## src/verilog/lin_div_pkg.sv

```systemverilog
// constants and types for the lin slave divider and header length block
package lin_div_pkg;
  // ********************
  // register byte offsets
  // ********************
  localparam logic [7:0] BAUD_RATE_OFFSET   = 8'h00;
  localparam logic [7:0] LIN_CONTROL_OFFSET = 8'h04;
  localparam logic [7:0] EXT_RX_PRESC_OFFSET = 8'h08;
  localparam logic [7:0] EXT_TX_PRESC_OFFSET = 8'h0C;

  // ********************
  // control register fields
  // ********************
  localparam int LIN_ENABLE_BIT   = 6;
  localparam int LIN_SLAVE_BIT    = 5;
  localparam int AUTO_SYNC_BIT    = 4;
  localparam int HEADER_METHOD_BIT = 3;
  localparam logic [7:0] LIN_CONTROL_MASK = 8'h78;

  // ********************
  // reset values and field sizes
  // ********************
  localparam logic [7:0] REG_RESET          = 8'h00;
  localparam logic [3:0] FRACTION_RESET     = 4'h0;
  localparam logic [7:0] HEADER_LEN_ALL_ONES = 8'hFF;
  localparam logic [7:0] HEADER_LEN_TIMEOUT = 8'h00;
  localparam logic [7:0] MANTISSA_OFF       = 8'h00;

  // ********************
  // header timing
  // ********************
  localparam int HEADER_MAX_BITS     = 57;
  localparam int QUARTERS_PER_BIT    = 4;
  localparam int TICKS_PER_BIT       = 16;
  localparam int TICKS_PER_QUARTER   = TICKS_PER_BIT / QUARTERS_PER_BIT;
  localparam int BREAK_DETECT_BITS   = 11;
  localparam logic [7:0] HEADER_MAX_QUARTERS =
    8'(HEADER_MAX_BITS * QUARTERS_PER_BIT);
  localparam logic [7:0] BREAK_QUARTERS =
    8'(BREAK_DETECT_BITS * QUARTERS_PER_BIT);

  // events from the rest of the serial interface
  typedef struct packed {
    logic synch_break;
    logic header_timeout;
    logic header_detected;
  } header_events_t;

  typedef enum logic [1:0] {
    MEAS_IDLE = 2'b01,
    MEAS_RUN  = 2'b10
  } meas_state_t;
endpackage

```

## src/verilog/lin_divider_header_length.sv

```systemverilog
// lin slave fractional baud divisor and header length measurement
`timescale 1ns/1ps
// Operation
// (RL1) integer divisor part comes straight from the 8-bit mantissa register
// (RL2) slave mode with mantissa zero stops transmit and receive clocks
// (RL3) fraction register low four bits add sixteenths to the divisor
// (RL4) software keeps fraction register upper four bits at zero
// (RL5) fraction written first; mantissa write loads whole divisor into generator
// (RL6) slave mode maps mantissa on baud address, fraction on tx prescaler address
// (RL7) software never uses bit set or clear on divisor registers
// (RL8) header length visible on rx prescaler address only with auto sync or id
// (RL9) header length is read-only, changed only by hardware
// (RL10) each synch break loads header length with all ones
// (RL11) header timeout loads header length with zero
// (RL12) successful header loads measured code with the header-detected flag
// (RL13) code is 57 minus header bit times, integer high, fraction low
// (RL14) software carries a rounded sixteen sixteenths into the mantissa
// (RL15) mode bits: 0x off, 10 master, 11 slave; slave enables divisor
// (RL16) auto sync enable switches auto sync unit, slave mode only
// (RL17) method bit selects break detection or identifier detection in slave
// (RL18) two low code bits count quarter bit times
// (RL19) sixteenth accumulator makes average period equal mantissa plus fraction
module lin_divider_header_length
(
  input  wire logic                           clk,
  input  wire logic                           sys_rst,
  input  wire logic                           psel,
  input  wire logic                           penable,
  input  wire logic                           pwrite,
  input  wire logic [7:0]                     paddr,
  input  wire logic [31:0]                    pwdata,
  output logic                                pready,
  output logic [31:0]                         prdata,
  output logic                                pslverr,
  input  wire lin_div_pkg::header_events_t    header_events,
  output logic                                lin_slave_select,
  output logic                                auto_sync_enable,
  output logic                                header_method_select,
  output logic [7:0]                          baud_rate_reg,
  output logic [7:0]                          ext_tx_prescaler_reg,
  output logic [7:0]                          ext_rx_prescaler_reg,
  output logic                                oversample_tick,
  output logic                                lin_clk_enable
);
  // ********************
  // bus decode
  // ********************
  logic        wr_en;
  logic        mapped;
  logic        lin_mode_slave;
  logic [7:0]  control_reg;
  logic [7:0]  divisor_mantissa_reg;
  logic [3:0]  divisor_fraction_reg;
  logic [7:0]  header_length_reg;
  logic [7:0]  active_mantissa_reg;
  logic [3:0]  active_fraction_reg;
  logic        header_visible;

  assign wr_en   = psel && penable && pwrite;
  assign mapped  = (paddr == lin_div_pkg::BAUD_RATE_OFFSET) ||
                   (paddr == lin_div_pkg::LIN_CONTROL_OFFSET) ||
                   (paddr == lin_div_pkg::EXT_RX_PRESC_OFFSET) ||
                   (paddr == lin_div_pkg::EXT_TX_PRESC_OFFSET);
  assign pready  = 1'b1;
  assign pslverr = psel && penable && !mapped;

  // mode 0x off, 10 master, 11 slave
  assign lin_mode_slave = control_reg[lin_div_pkg::LIN_ENABLE_BIT] &&
                          control_reg[lin_div_pkg::LIN_SLAVE_BIT]; // [RL15]
  assign lin_slave_select     = lin_mode_slave;
  assign auto_sync_enable     = lin_mode_slave &&
                                control_reg[lin_div_pkg::AUTO_SYNC_BIT]; // [RL16]
  assign header_method_select = lin_mode_slave &&
                                control_reg[lin_div_pkg::HEADER_METHOD_BIT]; // [RL17]
  assign header_visible = auto_sync_enable || header_method_select; // [RL8]

  // ********************
  // control register
  // ********************
  always_ff @(posedge clk)
  begin
    if (sys_rst)
      control_reg <= lin_div_pkg::REG_RESET;
    else if (wr_en && paddr == lin_div_pkg::LIN_CONTROL_OFFSET)
      control_reg <= pwdata[7:0] & lin_div_pkg::LIN_CONTROL_MASK;
  end

  // ********************
  // shared addresses: normal registers or divisor
  // ********************
  always_ff @(posedge clk)
  begin
    if (sys_rst)
    begin
      baud_rate_reg        <= lin_div_pkg::REG_RESET;
      ext_tx_prescaler_reg <= lin_div_pkg::REG_RESET;
      ext_rx_prescaler_reg <= lin_div_pkg::REG_RESET;
    end
    else if (wr_en && !lin_mode_slave)
    begin
      if (paddr == lin_div_pkg::BAUD_RATE_OFFSET)
        baud_rate_reg <= pwdata[7:0];
      if (paddr == lin_div_pkg::EXT_TX_PRESC_OFFSET)
        ext_tx_prescaler_reg <= pwdata[7:0];
      if (paddr == lin_div_pkg::EXT_RX_PRESC_OFFSET)
        ext_rx_prescaler_reg <= pwdata[7:0];
    end
  end

  // mantissa on baud address, fraction on tx prescaler address
  always_ff @(posedge clk)
  begin
    if (sys_rst)
    begin
      divisor_mantissa_reg <= lin_div_pkg::REG_RESET;
      divisor_fraction_reg <= lin_div_pkg::FRACTION_RESET;
    end
    else if (wr_en && lin_mode_slave)
    begin
      if (paddr == lin_div_pkg::BAUD_RATE_OFFSET)
        divisor_mantissa_reg <= pwdata[7:0]; // [RL6] [RL1]
      if (paddr == lin_div_pkg::EXT_TX_PRESC_OFFSET)
        divisor_fraction_reg <= pwdata[3:0]; // [RL6] [RL3]
    end
  end

  // mantissa write commits the whole divisor to the generator
  always_ff @(posedge clk)
  begin
    if (sys_rst)
    begin
      active_mantissa_reg <= lin_div_pkg::REG_RESET;
      active_fraction_reg <= lin_div_pkg::FRACTION_RESET;
    end
    else if (wr_en && lin_mode_slave && paddr == lin_div_pkg::BAUD_RATE_OFFSET)
    begin
      active_mantissa_reg <= pwdata[7:0]; // [RL5]
      active_fraction_reg <= divisor_fraction_reg; // [RL5]
    end
  end

  // ********************
  // read mux
  // ********************
  always_comb
  begin
    prdata = 32'h0000_0000;
    unique case (paddr)
      lin_div_pkg::BAUD_RATE_OFFSET:
        prdata[7:0] = lin_mode_slave ? divisor_mantissa_reg : baud_rate_reg;
      lin_div_pkg::LIN_CONTROL_OFFSET:
        prdata[7:0] = control_reg;
      lin_div_pkg::EXT_TX_PRESC_OFFSET:
        prdata[7:0] = lin_mode_slave ? {4'h0, divisor_fraction_reg}
                                     : ext_tx_prescaler_reg;
      lin_div_pkg::EXT_RX_PRESC_OFFSET:
        if (lin_mode_slave)
          prdata[7:0] = header_visible ? header_length_reg : 8'h00; // [RL8]
        else
          prdata[7:0] = ext_rx_prescaler_reg;
      default:
        prdata = 32'h0000_0000;
    endcase
  end

  // ********************
  // fractional baud generator
  // ********************
  logic [7:0] period_cnt_reg;
  logic [3:0] frac_acc_reg;
  logic       extra_pending_reg;
  logic [4:0] acc_sum;

  assign lin_clk_enable = !(lin_mode_slave &&
                            active_mantissa_reg == lin_div_pkg::MANTISSA_OFF); // [RL2]
  assign acc_sum = {1'b0, frac_acc_reg} + {1'b0, active_fraction_reg};

  // mantissa cycles per tick, one extra when the sixteenths carry
  always_ff @(posedge clk)
  begin
    if (sys_rst || !lin_mode_slave || !lin_clk_enable)
    begin
      period_cnt_reg    <= 8'h01;
      frac_acc_reg      <= 4'h0;
      extra_pending_reg <= 1'b0;
      oversample_tick   <= 1'b0;
    end
    else if (period_cnt_reg > 8'h01)
    begin
      period_cnt_reg  <= period_cnt_reg - 8'h01;
      oversample_tick <= 1'b0;
    end
    else if (extra_pending_reg)
    begin
      extra_pending_reg <= 1'b0;
      oversample_tick   <= 1'b0;
    end
    else
    begin
      oversample_tick   <= 1'b1;
      period_cnt_reg    <= active_mantissa_reg; // [RL1] [RL19]
      frac_acc_reg      <= acc_sum[3:0]; // [RL19]
      extra_pending_reg <= acc_sum[4]; // [RL3] [RL19]
    end
  end

  // ********************
  // header length measurement
  // ********************
  lin_div_pkg::meas_state_t meas_state_reg;
  logic [7:0] remaining_reg;
  logic [1:0] quarter_tick_reg;

  // remaining quarters of the allowed header, counted down from 57 less the 11 break bits
  always_ff @(posedge clk)
  begin
    if (sys_rst || !lin_mode_slave)
    begin
      meas_state_reg   <= lin_div_pkg::MEAS_IDLE;
      remaining_reg    <= 8'h00;
      quarter_tick_reg <= 2'b00;
    end
    else if (header_events.synch_break)
    begin
      meas_state_reg   <= lin_div_pkg::MEAS_RUN;
      remaining_reg    <= lin_div_pkg::HEADER_MAX_QUARTERS -
                          lin_div_pkg::BREAK_QUARTERS; // [RL13]
      quarter_tick_reg <= 2'b00;
    end
    else
    begin
      unique case (meas_state_reg)
        lin_div_pkg::MEAS_IDLE:
          remaining_reg <= remaining_reg;
        lin_div_pkg::MEAS_RUN:
          if (header_events.header_detected || header_events.header_timeout ||
              remaining_reg == 8'h00)
            meas_state_reg <= lin_div_pkg::MEAS_IDLE;
          else if (oversample_tick)
          begin
            quarter_tick_reg <= quarter_tick_reg + 2'b01;
            if (quarter_tick_reg == 2'(lin_div_pkg::TICKS_PER_QUARTER - 1))
              remaining_reg <= remaining_reg - 8'h01; // [RL18]
          end
        default:
          meas_state_reg <= lin_div_pkg::MEAS_IDLE;
      endcase
    end
  end

  // only hardware events change the header length
  always_ff @(posedge clk)
  begin
    if (sys_rst)
      header_length_reg <= lin_div_pkg::REG_RESET;
    else if (header_events.synch_break)
      header_length_reg <= lin_div_pkg::HEADER_LEN_ALL_ONES; // [RL10] [RL9]
    else if (header_events.header_timeout ||
             (meas_state_reg == lin_div_pkg::MEAS_RUN && remaining_reg == 8'h00
              && !header_events.header_detected))
      header_length_reg <= lin_div_pkg::HEADER_LEN_TIMEOUT; // [RL11]
    else if (header_events.header_detected &&
             meas_state_reg == lin_div_pkg::MEAS_RUN)
      header_length_reg <= remaining_reg; // [RL12] [RL13] [RL18]
  end
endmodule

```

## config.mk

```make
export PLATFORM = sky130hd
export DESIGN_NAME = lin_divider_header_length
export DESIGN_NICKNAME = d
export VERILOG_FILES = /design/src/verilog/lin_div_pkg.sv /design/src/verilog/lin_divider_header_length.sv
export SDC_FILE = /design/constraint.sdc
export NUM_CORES = 1
export LEC_CHECK = 0
export ABC_AREA = 1
export BUFFER_PORTS_ARGS = -buffer_cell sky130_fd_sc_hd__buf_2
export CAP_MARGIN = 40
export CORE_MARGIN = 3
export CORE_UTILIZATION = 50
export CTS_CLUSTER_DIAMETER = 200
export DETAILED_ROUTE_END_ITERATION = 12
export PLACE_DENSITY = 0.77
export RECOVER_POWER = 100
export SKIP_CTS_REPAIR_TIMING = 1
export SLEW_MARGIN = 5
export SYNTH_ARGS = -nofsm -noshare
export SYNTH_HDL_FRONTEND = slang
export SYNTH_SLANG_ARGS = --single-unit
```

## constraint.sdc

```tcl
create_clock -name clk -period 2.1 [get_ports clk]
set_input_delay 0.42 -clock clk [delete_from_list [all_inputs] [get_ports clk]]
set_output_delay 0.42 -clock clk [all_outputs]
set_load 0.01 [all_outputs]
```

# Word-level counts from Yosys, hierarchy flattened
# Cells that the tools add are included.
classes:
  add_sub_neg: 4
  magnitude_cmp: 1
  eq_ne: 10
  muxes: 20
  n_bitwise: 3
  reduce_logical: 46
ops:
  columns: ["op", "count"]
  rows:
  - ["$mux 8", 14]
  - ["$pmux 8 s4", 1]
  - ["$logic_not 8->1", 3]
  - ["$eq 8x4->1 const B", 2]
  - ["$sub 8x1->8 const B", 2]
  - ["$logic_and 1x1->1", 14]
  - ["$reduce_and 2->1", 7]
  - ["$logic_or 1x1->1", 9]
  - ["$eq 8x3->1 const B", 1]
  - ["$gt 8x1->1 const B", 1]
  - ["$reduce_and 4->1", 2]
  - ["$reduce_bool 2->1", 3]
  - ["$add 4x4->5", 1]
  - ["$eq 2x2->1 const B", 2]
  - ["$logic_not 1->1", 4]
  - ["$mux 2", 2]
  - ["$ne 2x2->1 const B", 2]
  - ["$pmux 2 s2", 1]
  - ["$reduce_or 2->1", 2]
  - ["$ne 3x3->1 const B", 1]
  - ["$not 1->1", 3]
  - ["$reduce_and 3->1", 1]
  - ["$reduce_bool 3->1", 1]
  - ["$add 2x1->2 const B", 1]
  - ["3 further kinds", 4]
word_totals:
  reg_bits: 86
  in_bits: 48
  out_inout_bits: 63
  word_cells: 101

# Logic depth before layout (Yosys ltp)
# Gate-level depths: netlist of the first run.
depth:
  ltp_word: 6
  depth_mapped: 11
  mapped_depth_nobuf: 11

# Worst setup path after synthesis of the first run
# Ideal clock, no wire load.
synth_timing:
  path_type: "input port to output port"
  from: "input paddr[1]"
  to: "output pslverr"
  arrival_time_ns: 1.297
  setup_slack_ns: 0.383
  cell_stages: 5
  n_path_buf: 0
  cell_sequence: "or2_4 clkinv_4 nand4_4 clkinv_1 nor3_1"
synth_via:
  elab_chain_len: 6
  word_cells_on_any_way: 9
  classes_between: "eq/ne: 3; reduce/logical: 6"
synth_rtl:
  columns: ["item", "line", "source"]
  rows:
  - ["start: declaration", "lin_divider_header_length.sv:30", "input wire logic [7:0] paddr,"]
  - ["$eq 8x3->1 or $logic_not 8->1 (tied branches)", "lin_divider_header_length.sv:61, lin_divider_header_length.sv:60", null]
  - ["$logic_or 1x1->1", "lin_divider_header_length.sv:60", "assign mapped = (paddr == lin_div_pkg::BAUD_RATE_OFFSET) ||"]
  - ["$logic_or 1x1->1", "lin_divider_header_length.sv:61", "(paddr == lin_div_pkg::LIN_CONTROL_OFFSET) ||"]
  - ["$logic_or 1x1->1 (*)", "lin_divider_header_length.sv:62", "(paddr == lin_div_pkg::EXT_RX_PRESC_OFFSET) ||"]
  - ["$logic_not 1->1 (*)", "lin_divider_header_length.sv:65", "assign pslverr = psel && penable && !mapped;"]
  - ["$logic_and 1x1->1 (*)", "lin_divider_header_length.sv:65", null]
  - ["end: declaration", "lin_divider_header_length.sv:34", "output logic pslverr,"]
# Mark *: on every way between the ends. The rest lies on a longest branch, timed or not.

# Final worst setup path of the first run
layout_timing:
  from: "register control_reg[5]"
  to: "output prdata[4]"
layout_via:
  elab_chain_len: 6
  word_cells_on_any_way: 9
  classes_between: "mux: 5; reduce/logical: 4"
layout_rtl:
  columns: ["item", "line", "source"]
  rows:
  - ["start: declaration", "lin_divider_header_length.sv:51", "logic [7:0] control_reg;"]
  - ["start signal: assignment", "lin_divider_header_length.sv:83", "control_reg <= lin_div_pkg::REG_RESET;"]
  - ["start signal: assignment", "lin_divider_header_length.sv:85", "control_reg <= pwdata[7:0] & lin_div_pkg::LIN_CONTROL_MASK;"]
  - ["$logic_and 1x1->1 (*)", "lin_divider_header_length.sv:68", "assign lin_mode_slave = control_reg[lin_div_pkg::LIN_ENABLE_BIT] &&"]
  - ["$logic_and 1x1->1 (on tied branches)", "lin_divider_header_length.sv:71, lin_divider_header_length.sv:73", null]
  - ["$logic_or 1x1->1", "lin_divider_header_length.sv:75", "assign header_visible = auto_sync_enable || header_method_select;"]
  - ["$mux 8", "lin_divider_header_length.sv:158", "prdata[7:0] = header_visible ? header_length_reg : 8'h00;"]
  - ["$mux 8", "lin_divider_header_length.sv:157", "if (lin_mode_slave)"]
  - ["$pmux 8 s4 (*)", "lin_divider_header_length.sv:148", "unique case (paddr)"]
  - ["end: declaration", "lin_divider_header_length.sv:33", "output logic [31:0] prdata,"]
# Marks and branches as above.

==> results of run 1 <==
## cells by family after synthesis
group / after synthesis / share of synthesized area (%)
AOI/OAI and AO/OA: 144 / 19.2
buffers and inverters: 125 / 14.2
and+or+nand+nor: 237 / 27.8
xor gates and xnor gates: 3 / 0.594
other: 2 / 0.170
adders and majority gates: 9 / 2.71
DFF: 78 / 35.3
## cells in the final DEF (no fill, tap or decap), drive strengths merged
cell / n
nor3: 5
nand3: 35
clkinv: 7
a22oi: 1
o211ai: 3
o2111ai: 2
buf: 46
nand2: 122
a211oi: 8
conb: 25
xor2: 3
nor2: 53
o21bai: 1
or2: 2
fa: 1
nand3b: 1
clkbuf: 35
a21oi: 62
ha: 8
inv: 77
nand4: 19
clkinvlp: 4
a31oi: 3
o21ai: 64
dfxtp: 78
## stage by stage
stage	setup TNS [ns]	utilization, %	setup WS (ns)
floorplan	0	-	0.383
global placement	0	55.9	0.133
detailed placement	0	55.9	0.115
CTS	-0.882	57.8	-0.128
global route	-0.0179	57.3	-0.00648
finish	0	57.3	0.0689
## final cells by class
| cell class | count | area (um2) |
|---|---|---|
| Multi-Input combinational cell | 418 | 2290 |
| Tap cell | 105 | 131 |
| Clock inverter | 6 | 38.8 |
| Fill cell | 831 | 3600 |
| Timing Repair Buffer | 71 | 349 |
| Clock buffer | 10 | 128 |
| Sequential cell | 78 | 1560 |
| Inverter | 82 | 320 |
## final timing paths
path,startpoint,end
hold reg to reg,header_length_reg[6],header_length_reg[6]
hold / removal,sys_rst,header_length_reg[4]
setup reg to reg,control_reg[5],ext_tx_prescaler_reg[0]
setup / recovery,control_reg[5],prdata[4]
## power groups by stage
stage / clock network, mW / logic [mW] / registers, mW
floorplan: 0 / 0.133 / 1.53
global placement: 0 / 0.140 / 1.53
detailed placement: 0 / 0.144 / 1.53
CTS: 1.01 / 0.144 / 1.49
global route: 1.07 / 0.160 / 1.50
finish: 0.984 / 0.142 / 1.49
## per-layer routing
| metal | wire length (um) | up-vias | share of wire (%) | track usage (%) |
|---|---|---|---|---|
| li1 | - | 2048 | - | - |
| met1 | 4610 | 1854 | 44 | 27.0 |
| met2 | 5050 | 145 | 48 | 36.8 |
| met3 | 691 | 17 | 6.6 | 4.10 |
| met4 | 153 | 0 | 1.5 | 6.63 |
| met5 | 0 | - | 0 | 0 |
==> results.yml, run 1 <==
synth:
  synthDistinctLibCells: 46
  netlist_instances: 598
  avgSynthCellArea_um2: 7.40
  yosysSeqAreaShare_pct: 35.3
  syn_area_um2: 4430
  synth.most_common_cell: "nand2_1"
  ys_ff_latch: 78
  ys.flop_type: "dfxtp_1"
  synth_common_cells: "nand2_1 (120), dfxtp_1 (78), inv_1 (70)"
  synth_edf_count: 0
  yosysTopAreaCell: "dfxtp_1"
  synth_top_area_share_pct: 35.3
  yosysWarnings: 0
  async_reset_ff_share_pct: 0
  yosys-top-cells-area: "dfxtp_1 (35%), nand2_1 (10%), inv_1 (5.9%)"
sta:
  fin_skew_ns: 0.00579
  max_slew_margin_pct: 57.1
  fin_crit_sh_pct: 96.7
  finalHoldViolCount: 0
  fin_hold_ws_ns: 0.339
  fmax_mhz: 492
  finalSetupViolCount: 0
  report.final.slew_viol_count: 0
  fin_crit_ns: 2.03
  worst_pin_slew_ns: 0.642
floorplanning:
  start_util_pct: 52.5
  std_cell_rows: 33
  dieArea_um2: 10000
  fp.dieH_um: 100
  boundaryPins: 111
  core-area_um2: 8420
  die_w_um: 100
flow_run:
  cap_violations: 0
place:
  dpl_cell_area_um2: 4710
  dp.cells: 754
  gp_congestion: 0.896
  buffer_ports.inserted: 61
  hpwl_mm: 8.05
worst_setup_path:
  cp_slowest_cell: "dfxtp_2"
  worstPathRequired_ns: 1.68
  worstPathArrival_ns: 1.61
  critPathCaptureType: "primary output"
  worst-path-buf-inv: 2
  path_cells: "nand2_4, buf_4, nand2_1, o21ai_1, nand2_1, o2111ai_1, buf_2"
  r2r_slack_ns: 0.32
  path_common_cell: "nand2_1"
  r2r_cells: 7
  cp-start-kind: "register"
  crit_type: "register to primary output"
  cpPeakStageDelay_ns: 0.35
  cp_top_family: "buffers and inverters"
  cp.depth: 7
  cp_max_fo: 12
route:
  drc: 0
  drt_wl_total_mm: 10.5
  wire_per_inst_um: 13.6
  ant_nets: 0
  dr.pass1.iters: 6
  vias: 4064
  drt_iter0_markers: 208
  routed_via_density: 5.28
layout:
  drive_gt1_share_pct: 18.6
  antenna_cells: 0
  syn2layout_area_growth_pct: 9.02
  finalNetCount: 717
  design_area_um2: 4820
  stdcell_count: 770
global_route:
  grt_pass1_vias: 3741
  grt_max_degree: 37
  grt_overflow: 0
  grt_pass1_wl_mm: 17.3
  antenna_found_initial: 0
  track_usage_pct: 21.4
clocking:
  cts.clk_slew.worst_paths_ns: 0.08
  cts_buffers: 9
  cts_max_path_buffers: 2
  htree_levels: 3
  insertion_delay_ns: 0.35
  clockRootBuffer: "clkbuf_8"
  clkSinkCount: 78
  cts_tree: "yes"
power_and_ir_drop:
  cellLeakagePower_nw: 2.10
  switchingPower_mw: 0.669
  power_mw: 2.62
  power_frac_seq_pct: 57.0
  vdd.ir_drop.worst_mv: 0.333
  p_int_mw: 1.95
  switching_share_pct: 25.5
  power.density_nw_per_um2: 543
  clockPowerShare_pct: 37.6
  combPwrFrac_pct: 5.4
worst_hold_path:
  min_path_cells: 2
  hp-class: "input port to register"
run_status:
  outcome: "finished, final reports clean"
No activity file was read; power rests on OpenSTA's default activity.
==> run 2, diff against run 1 <==
--- a/config.mk
+++ b/config.mk
@@ -5,14 +5,13 @@
 export SDC_FILE = /design/constraint.sdc
 export NUM_CORES = 1
 export LEC_CHECK = 0
-export ABC_AREA = 1
 export BUFFER_PORTS_ARGS = -buffer_cell sky130_fd_sc_hd__buf_2
 export CAP_MARGIN = 40
-export CORE_MARGIN = 3
+export CORE_MARGIN = 4
 export CORE_UTILIZATION = 50
 export CTS_CLUSTER_DIAMETER = 200
 export DETAILED_ROUTE_END_ITERATION = 12
-export PLACE_DENSITY = 0.77
+export PLACE_DENSITY = 0.78
 export RECOVER_POWER = 100
 export SKIP_CTS_REPAIR_TIMING = 1
 export SLEW_MARGIN = 5
==> constraint.sdc (replaced) <==
create_clock -name clk -period 2.1 [get_ports clk]
set_input_delay 0.63 -clock clk [delete_from_list [all_inputs] [get_ports clk]]
set_output_delay 0.63 -clock clk [all_outputs]
set_load 0.01 [all_outputs]
==> results.yml, run 2 <==
sta:
  finalSetupViolCount: 9
  finalHoldViolCount: 0
  fin_skew_ns: 0.0114
  fin_hold_ws_ns: 0.488
  rsz0062_at_grt: "yes"
  max_slew_margin_pct: 44.0
  worst_pin_slew_ns: 0.833
  fmax_mhz: 418
  fin_crit_sh_pct: 114
  report.final.slew_viol_count: 0
  fin_crit_ns: 2.39
  setup_ws_ns: -0.292
clocking:
  cts.clk_slew.worst_paths_ns: 0.08
  cts_tree: "yes"
  cts_buffers: 9
  clkSinkCount: 78
  clockRootBuffer: "clkbuf_8"
  htree_levels: 3
  insertion_delay_ns: 0.36
  cts_max_path_buffers: 2
worst_setup_path:
  worstPathRequired_ns: 1.47
  cp-start-kind: "input port"
  cp_max_fo: 6
  startpoint: "paddr[3]"
  critPathCaptureType: "primary output"
  cp-endpoint: "prdata[4]"
  r2r_cells: 8
  r2r_slack_ns: 0.16
  r2r-end: "header_length_reg[2]"
  reg2reg_from: "remaining_reg[0]"
  worstPathArrival_ns: 1.76
  crit_type: "input port to primary output"
synth:
  ys.flop_type: "dfxtp_1"
  synth_common_cells: "dfxtp_1 (78), mux2i_1 (53), nor2_1 (49)"
  async_reset_ff_share_pct: 0
  synth.most_common_cell: "dfxtp_1"
  yosysWarnings: 0
  yosysSeqAreaShare_pct: 38.0
  yosysTopAreaCell: "dfxtp_1"
  netlist_instances: 451
  yosys-top-cells-area: "dfxtp_1 (38%), mux2i_1 (13%), nand2b_1 (4.9%)"
  ys_ff_latch: 78
  synth_top_area_share_pct: 38.0
  synthDistinctLibCells: 59
  avgSynthCellArea_um2: 9.11
  synth_edf_count: 0
  syn_area_um2: 4110
layout:
  multi_input_area_um2: 2500
  finalNetCount: 597
  stdcell_count: 647
  num-fill-cells: 580
  seq_area_um2: 1570
  antenna_cells: 0
  final_cell_mix: "dfxtp_1 (74), buf_2 (56), mux2i_1 (53)"
  drive_gt1_share_pct: 30.8
  syn2layout_area_growth_pct: 25.7
  final_common_cell: "dfxtp_1"
  design_area_um2: 5160
power_and_ir_drop:
  power.density_nw_per_um2: 543
  vdd.ir_drop.worst_mv: 0.613
  cellLeakagePower_nw: 2.40
  power_mw: 2.80
route:
  routed_via_density: 5.79
  wire_per_inst_um: 18.2
  ant_nets: 0
  drc: 0
  drt_wl_total_mm: 11.8
  vias: 3747
  dr.pass1.iters: 5
  drt_iter0_markers: 260
place:
  hpwl_mm: 7.64
  gp_congestion: 0.856
  dpl_cell_area_um2: 4620
  dp.cells: 619
  buffer_ports.inserted: 61
global_route:
  grt_overflow: 0
  antenna_found_initial: 0
  grt_pass1_vias: 3392
  track_usage_pct: 20.8
  grt_pass1_wl_mm: 16.4
  grt_max_degree: 54
floorplanning:
  std_cell_rows: 32
  fp.dieH_um: 98.6
  start_util_pct: 52.3
  core-area_um2: 7850
  die_w_um: 98.6
  boundaryPins: 111
  dieArea_um2: 9730
run_status:
  failed_checks: "negative setup slack"
  outcome: "finished, violations left"
flow_run:
  cap_violations: 0
worst_hold_path:
  hp-class: "register to register"
## run 2: changes by cell type in the layout (fill, tap and decap cells not counted), sizes merged, moves of 32 or more
cell,previous run,this run
nand2,122,10
inv,77,15
buf,46,105
o21ai,64,10
mux2i,0,53
a21oi,62,24
nand3,35,1
nand2b,0,32
## run 2: area by class of cell
cell class / count / share of cell area, %
tap: 102 / 2.47
inverter: 14 / 1.07
timing repair buffer: 107 / 14.0
multi-input combinational: 330 / 48.4
clock inverter: 5 / 0.800
sequential: 78 / 30.4
clock buffer: 11 / 2.93
## run 2: stage by stage
stage                     setup TNS (ns)  utilization [%]  setup WS (ns)
after floorplan                  -0.0426                -        -0.0142
after detailed placement           -2.42             58.8         -0.408
after global routing               -2.42             65.8         -0.375
after CTS                          -2.55             61.3         -0.417
after global placement             -1.99             58.8         -0.312
final                              -1.88             65.8         -0.292
## run 2: per-layer routing
layer / part of all wire [%] / global-route usage [%]
met5: 0 / 0
met4: 2.1 / 6.41
met3: 7.3 / 4.25
met1: 40 / 26.8
met2: 50 / 35.2
## run 2: cell families (layout without fill, tap and decap cells)
group                      Yosys count  count (layout)  synth area share, %
buffers and inverters               66             137                 8.44
muxes                               54              54                 13.5
adders and majority gates            9               9                 2.93
and+or+nand+nor                    141             141                 19.0
DFF                                 78              78                 38.0
AOI/OAI and AO/OA                   96              96                 16.9
xor gates and xnor gates             5               5                 1.07
other                                2              25                0.183
## run 2: worst max-delay path: stages
cell,delay [ns]
buf_8,0.10
buf_6,0.12
buf_6,0.11
mux2i_1,0.14
o2bb2ai_1,0.10
a221oi_1,0.29
nor2_1,0.11
buf_2,0.15
## run 2: power by group
part	switching (mW)	leakage, nW	internal [mW]
sequential	0.0108	0.633	1.49
combinational	0.117	1.67	0.0815
clock	0.600	0.0922	0.502
total	0.728	2.40	2.07
## run 2: worst min path at each step
stage | depth (start not counted) | slack [ns] | start | to
after floorplan | 1 | 0.43 | header_length_reg[7] | header_length_reg[7]
after global placement | 1 | 0.46 | header_length_reg[1] | header_length_reg[1]
after detailed placement | 1 | 0.47 | header_length_reg[0] | header_length_reg[0]
after CTS | 2 | 0.49 | period_cnt_reg[3] | period_cnt_reg[3]
after global routing | 1 | 0.51 | header_length_reg[1] | header_length_reg[1]
final | 2 | 0.49 | period_cnt_reg[3] | period_cnt_reg[3]
==> run 3, diff against run 2 <==
--- a/config.mk
+++ b/config.mk
@@ -8,10 +8,10 @@
 export BUFFER_PORTS_ARGS = -buffer_cell sky130_fd_sc_hd__buf_2
 export CAP_MARGIN = 40
 export CORE_MARGIN = 4
-export CORE_UTILIZATION = 50
+export CORE_UTILIZATION = 43
 export CTS_CLUSTER_DIAMETER = 200
 export DETAILED_ROUTE_END_ITERATION = 12
-export PLACE_DENSITY = 0.78
+export PLACE_DENSITY = 0.67
 export RECOVER_POWER = 100
 export SKIP_CTS_REPAIR_TIMING = 1
 export SLEW_MARGIN = 5
==> results.yml, run 3 (synthesized netlist as in run 2, its figures left out) <==
sta:
  finalSetupViolCount: 9
  finalHoldViolCount: 0
  report.final.slew_viol_count: 0
  setup_ws_ns: -0.231
  fin_hold_ws_ns: 0.489
  max_slew_margin_pct: 44.9
  rsz0062_at_grt: "yes"
  fin_crit_sh_pct: 111
  fin_crit_ns: 2.33
  fmax_mhz: 429
  fin_skew_ns: 0.0127
  worst_pin_slew_ns: 0.819
flow_run:
  cap_violations: 0
route:
  vias: 3569
  dr.pass1.iters: 5
  drt_wl_total_mm: 10.8
  routed_via_density: 5.29
  ant_nets: 0
  drc: 0
  wire_per_inst_um: 16.0
  drt_iter0_markers: 283
place:
  buffer_ports.inserted: 61
  hpwl_mm: 7.62
  gp_congestion: 0.853
layout:
  num-fill-cells: 844
  drive_gt1_share_pct: 24.9
  final_common_cell: "dfxtp_1"
  syn2layout_area_growth_pct: 25.5
  fin_util_pct: 55.5
  antenna_cells: 0
  final_cell_mix: "dfxtp_1 (74), mux2i_1 (53), nor2_1 (47)"
  multi_input_area_um2: 2470
  finalNetCount: 598
  seq_area_um2: 1570
worst_hold_path:
  hold_start: "header_length_reg[0]"
  hold_path_end: "header_length_reg[0]"
  hp-class: "register to register"
  min_path_cells: 1
global_route:
  grt_pass1_wl_mm: 16.7
  grt_pass1_vias: 3396
  antenna_found_initial: 0
  grt_max_degree: 56
  grt_overflow: 0
  track_usage_pct: 18.4
clocking:
  cts_tree: "yes"
  cts_max_path_buffers: 2
  cts_buffers: 9
  clkSinkCount: 78
  insertion_delay_ns: 0.35
  htree_levels: 3
  cts.clk_slew.worst_paths_ns: 0.08
  clockRootBuffer: "clkbuf_8"
run_status:
  outcome: "finished, violations left"
  failed_checks: "negative setup slack"
floorplanning:
  die_w_um: 106
  boundaryPins: 111
  std_cell_rows: 35
  core-area_um2: 9280
  start_util_pct: 44.2
  dieArea_um2: 11200
  fp.dieH_um: 106
worst_setup_path:
  reg2reg_from: "period_cnt_reg[0]"
  cp-start-kind: "input port"
  r2r_slack_ns: 0.11
  critPathCaptureType: "primary output"
  worstPathArrival_ns: 1.70
  r2r-end: "period_cnt_reg[3]"
  cp_max_fo: 5
  worstPathRequired_ns: 1.47
  r2r_cells: 7
  crit_type: "input port to primary output"
power_and_ir_drop:
  cellLeakagePower_nw: 2.29
  power.density_nw_per_um2: 571
  vdd.ir_drop.worst_mv: 0.355
==> run 3: metrics by stage <==
step           area, um2  setup WS [ns]  instances  setup TNS (ns)  power [mW]
3_5_place_dp        4690         -0.350        649           -3.15        1.69
4_1_cts             4900         -0.354        665           -2.73        2.92
6_report            5150         -0.231        675           -1.61        2.94
5_1_grt             5150         -0.291        675           -2.64        3.05
3_3_place_gp        4690         -0.355        649           -2.55        1.69
2_1_floorplan       4230        -0.0142        474         -0.0426        1.66
==> run 3: area by class of cell <==
cell class                 instances  area share [%]
multi-input combinational        330            47.9
clock buffer                      11            2.55
clock inverter                     5            1.63
tap                              129            3.13
sequential                        78            30.4
inverter                          14            1.07
timing repair buffer             108            13.2
==> run 3: per-layer routing <==
| metal | share of wire, % | up-vias | wire, um | GRT usage (%) |
|---|---|---|---|---|
| li1 | - | 1749 | - | - |
| met1 | 47 | 1696 | 5050 | 25.4 |
| met2 | 48 | 108 | 5140 | 29.2 |
| met3 | 4.3 | 16 | 461 | 3.37 |
| met4 | 1.3 | 0 | 136 | 5.27 |
| met5 | 0 | - | 0 | 0 |
==> run 3: report_power, final <==
group          internal, mW  leakage (nW)  total [mW]  switching [mW]
sequential             1.49         0.633        1.50          0.0103
clock                 0.673        0.0998        1.24           0.572
combinational        0.0858          1.55       0.200           0.115
total                  2.25          2.29        2.94           0.697
==> run 3: worst max-delay path by stage <==
stage | from | endpoint | cells after the start
after floorplan | paddr[3] | prdata[0] | 5
after global placement | paddr[3] | prdata[0] | 6
after detailed placement | paddr[3] | prdata[0] | 6
after CTS | paddr[3] | prdata[0] | 6
after global routing | paddr[3] | prdata[4] | 8
final | paddr[3] | prdata[4] | 8
==> run 3: worst max-delay path, stage by stage <==
cell and delay [ns]:
buf_8 0.10, buf_6 0.12, buf_6 0.12, nand2b_4 0.13, a211oi_2 0.27, a221oi_2 0.05
nor2_1 0.12, buf_2 0.14
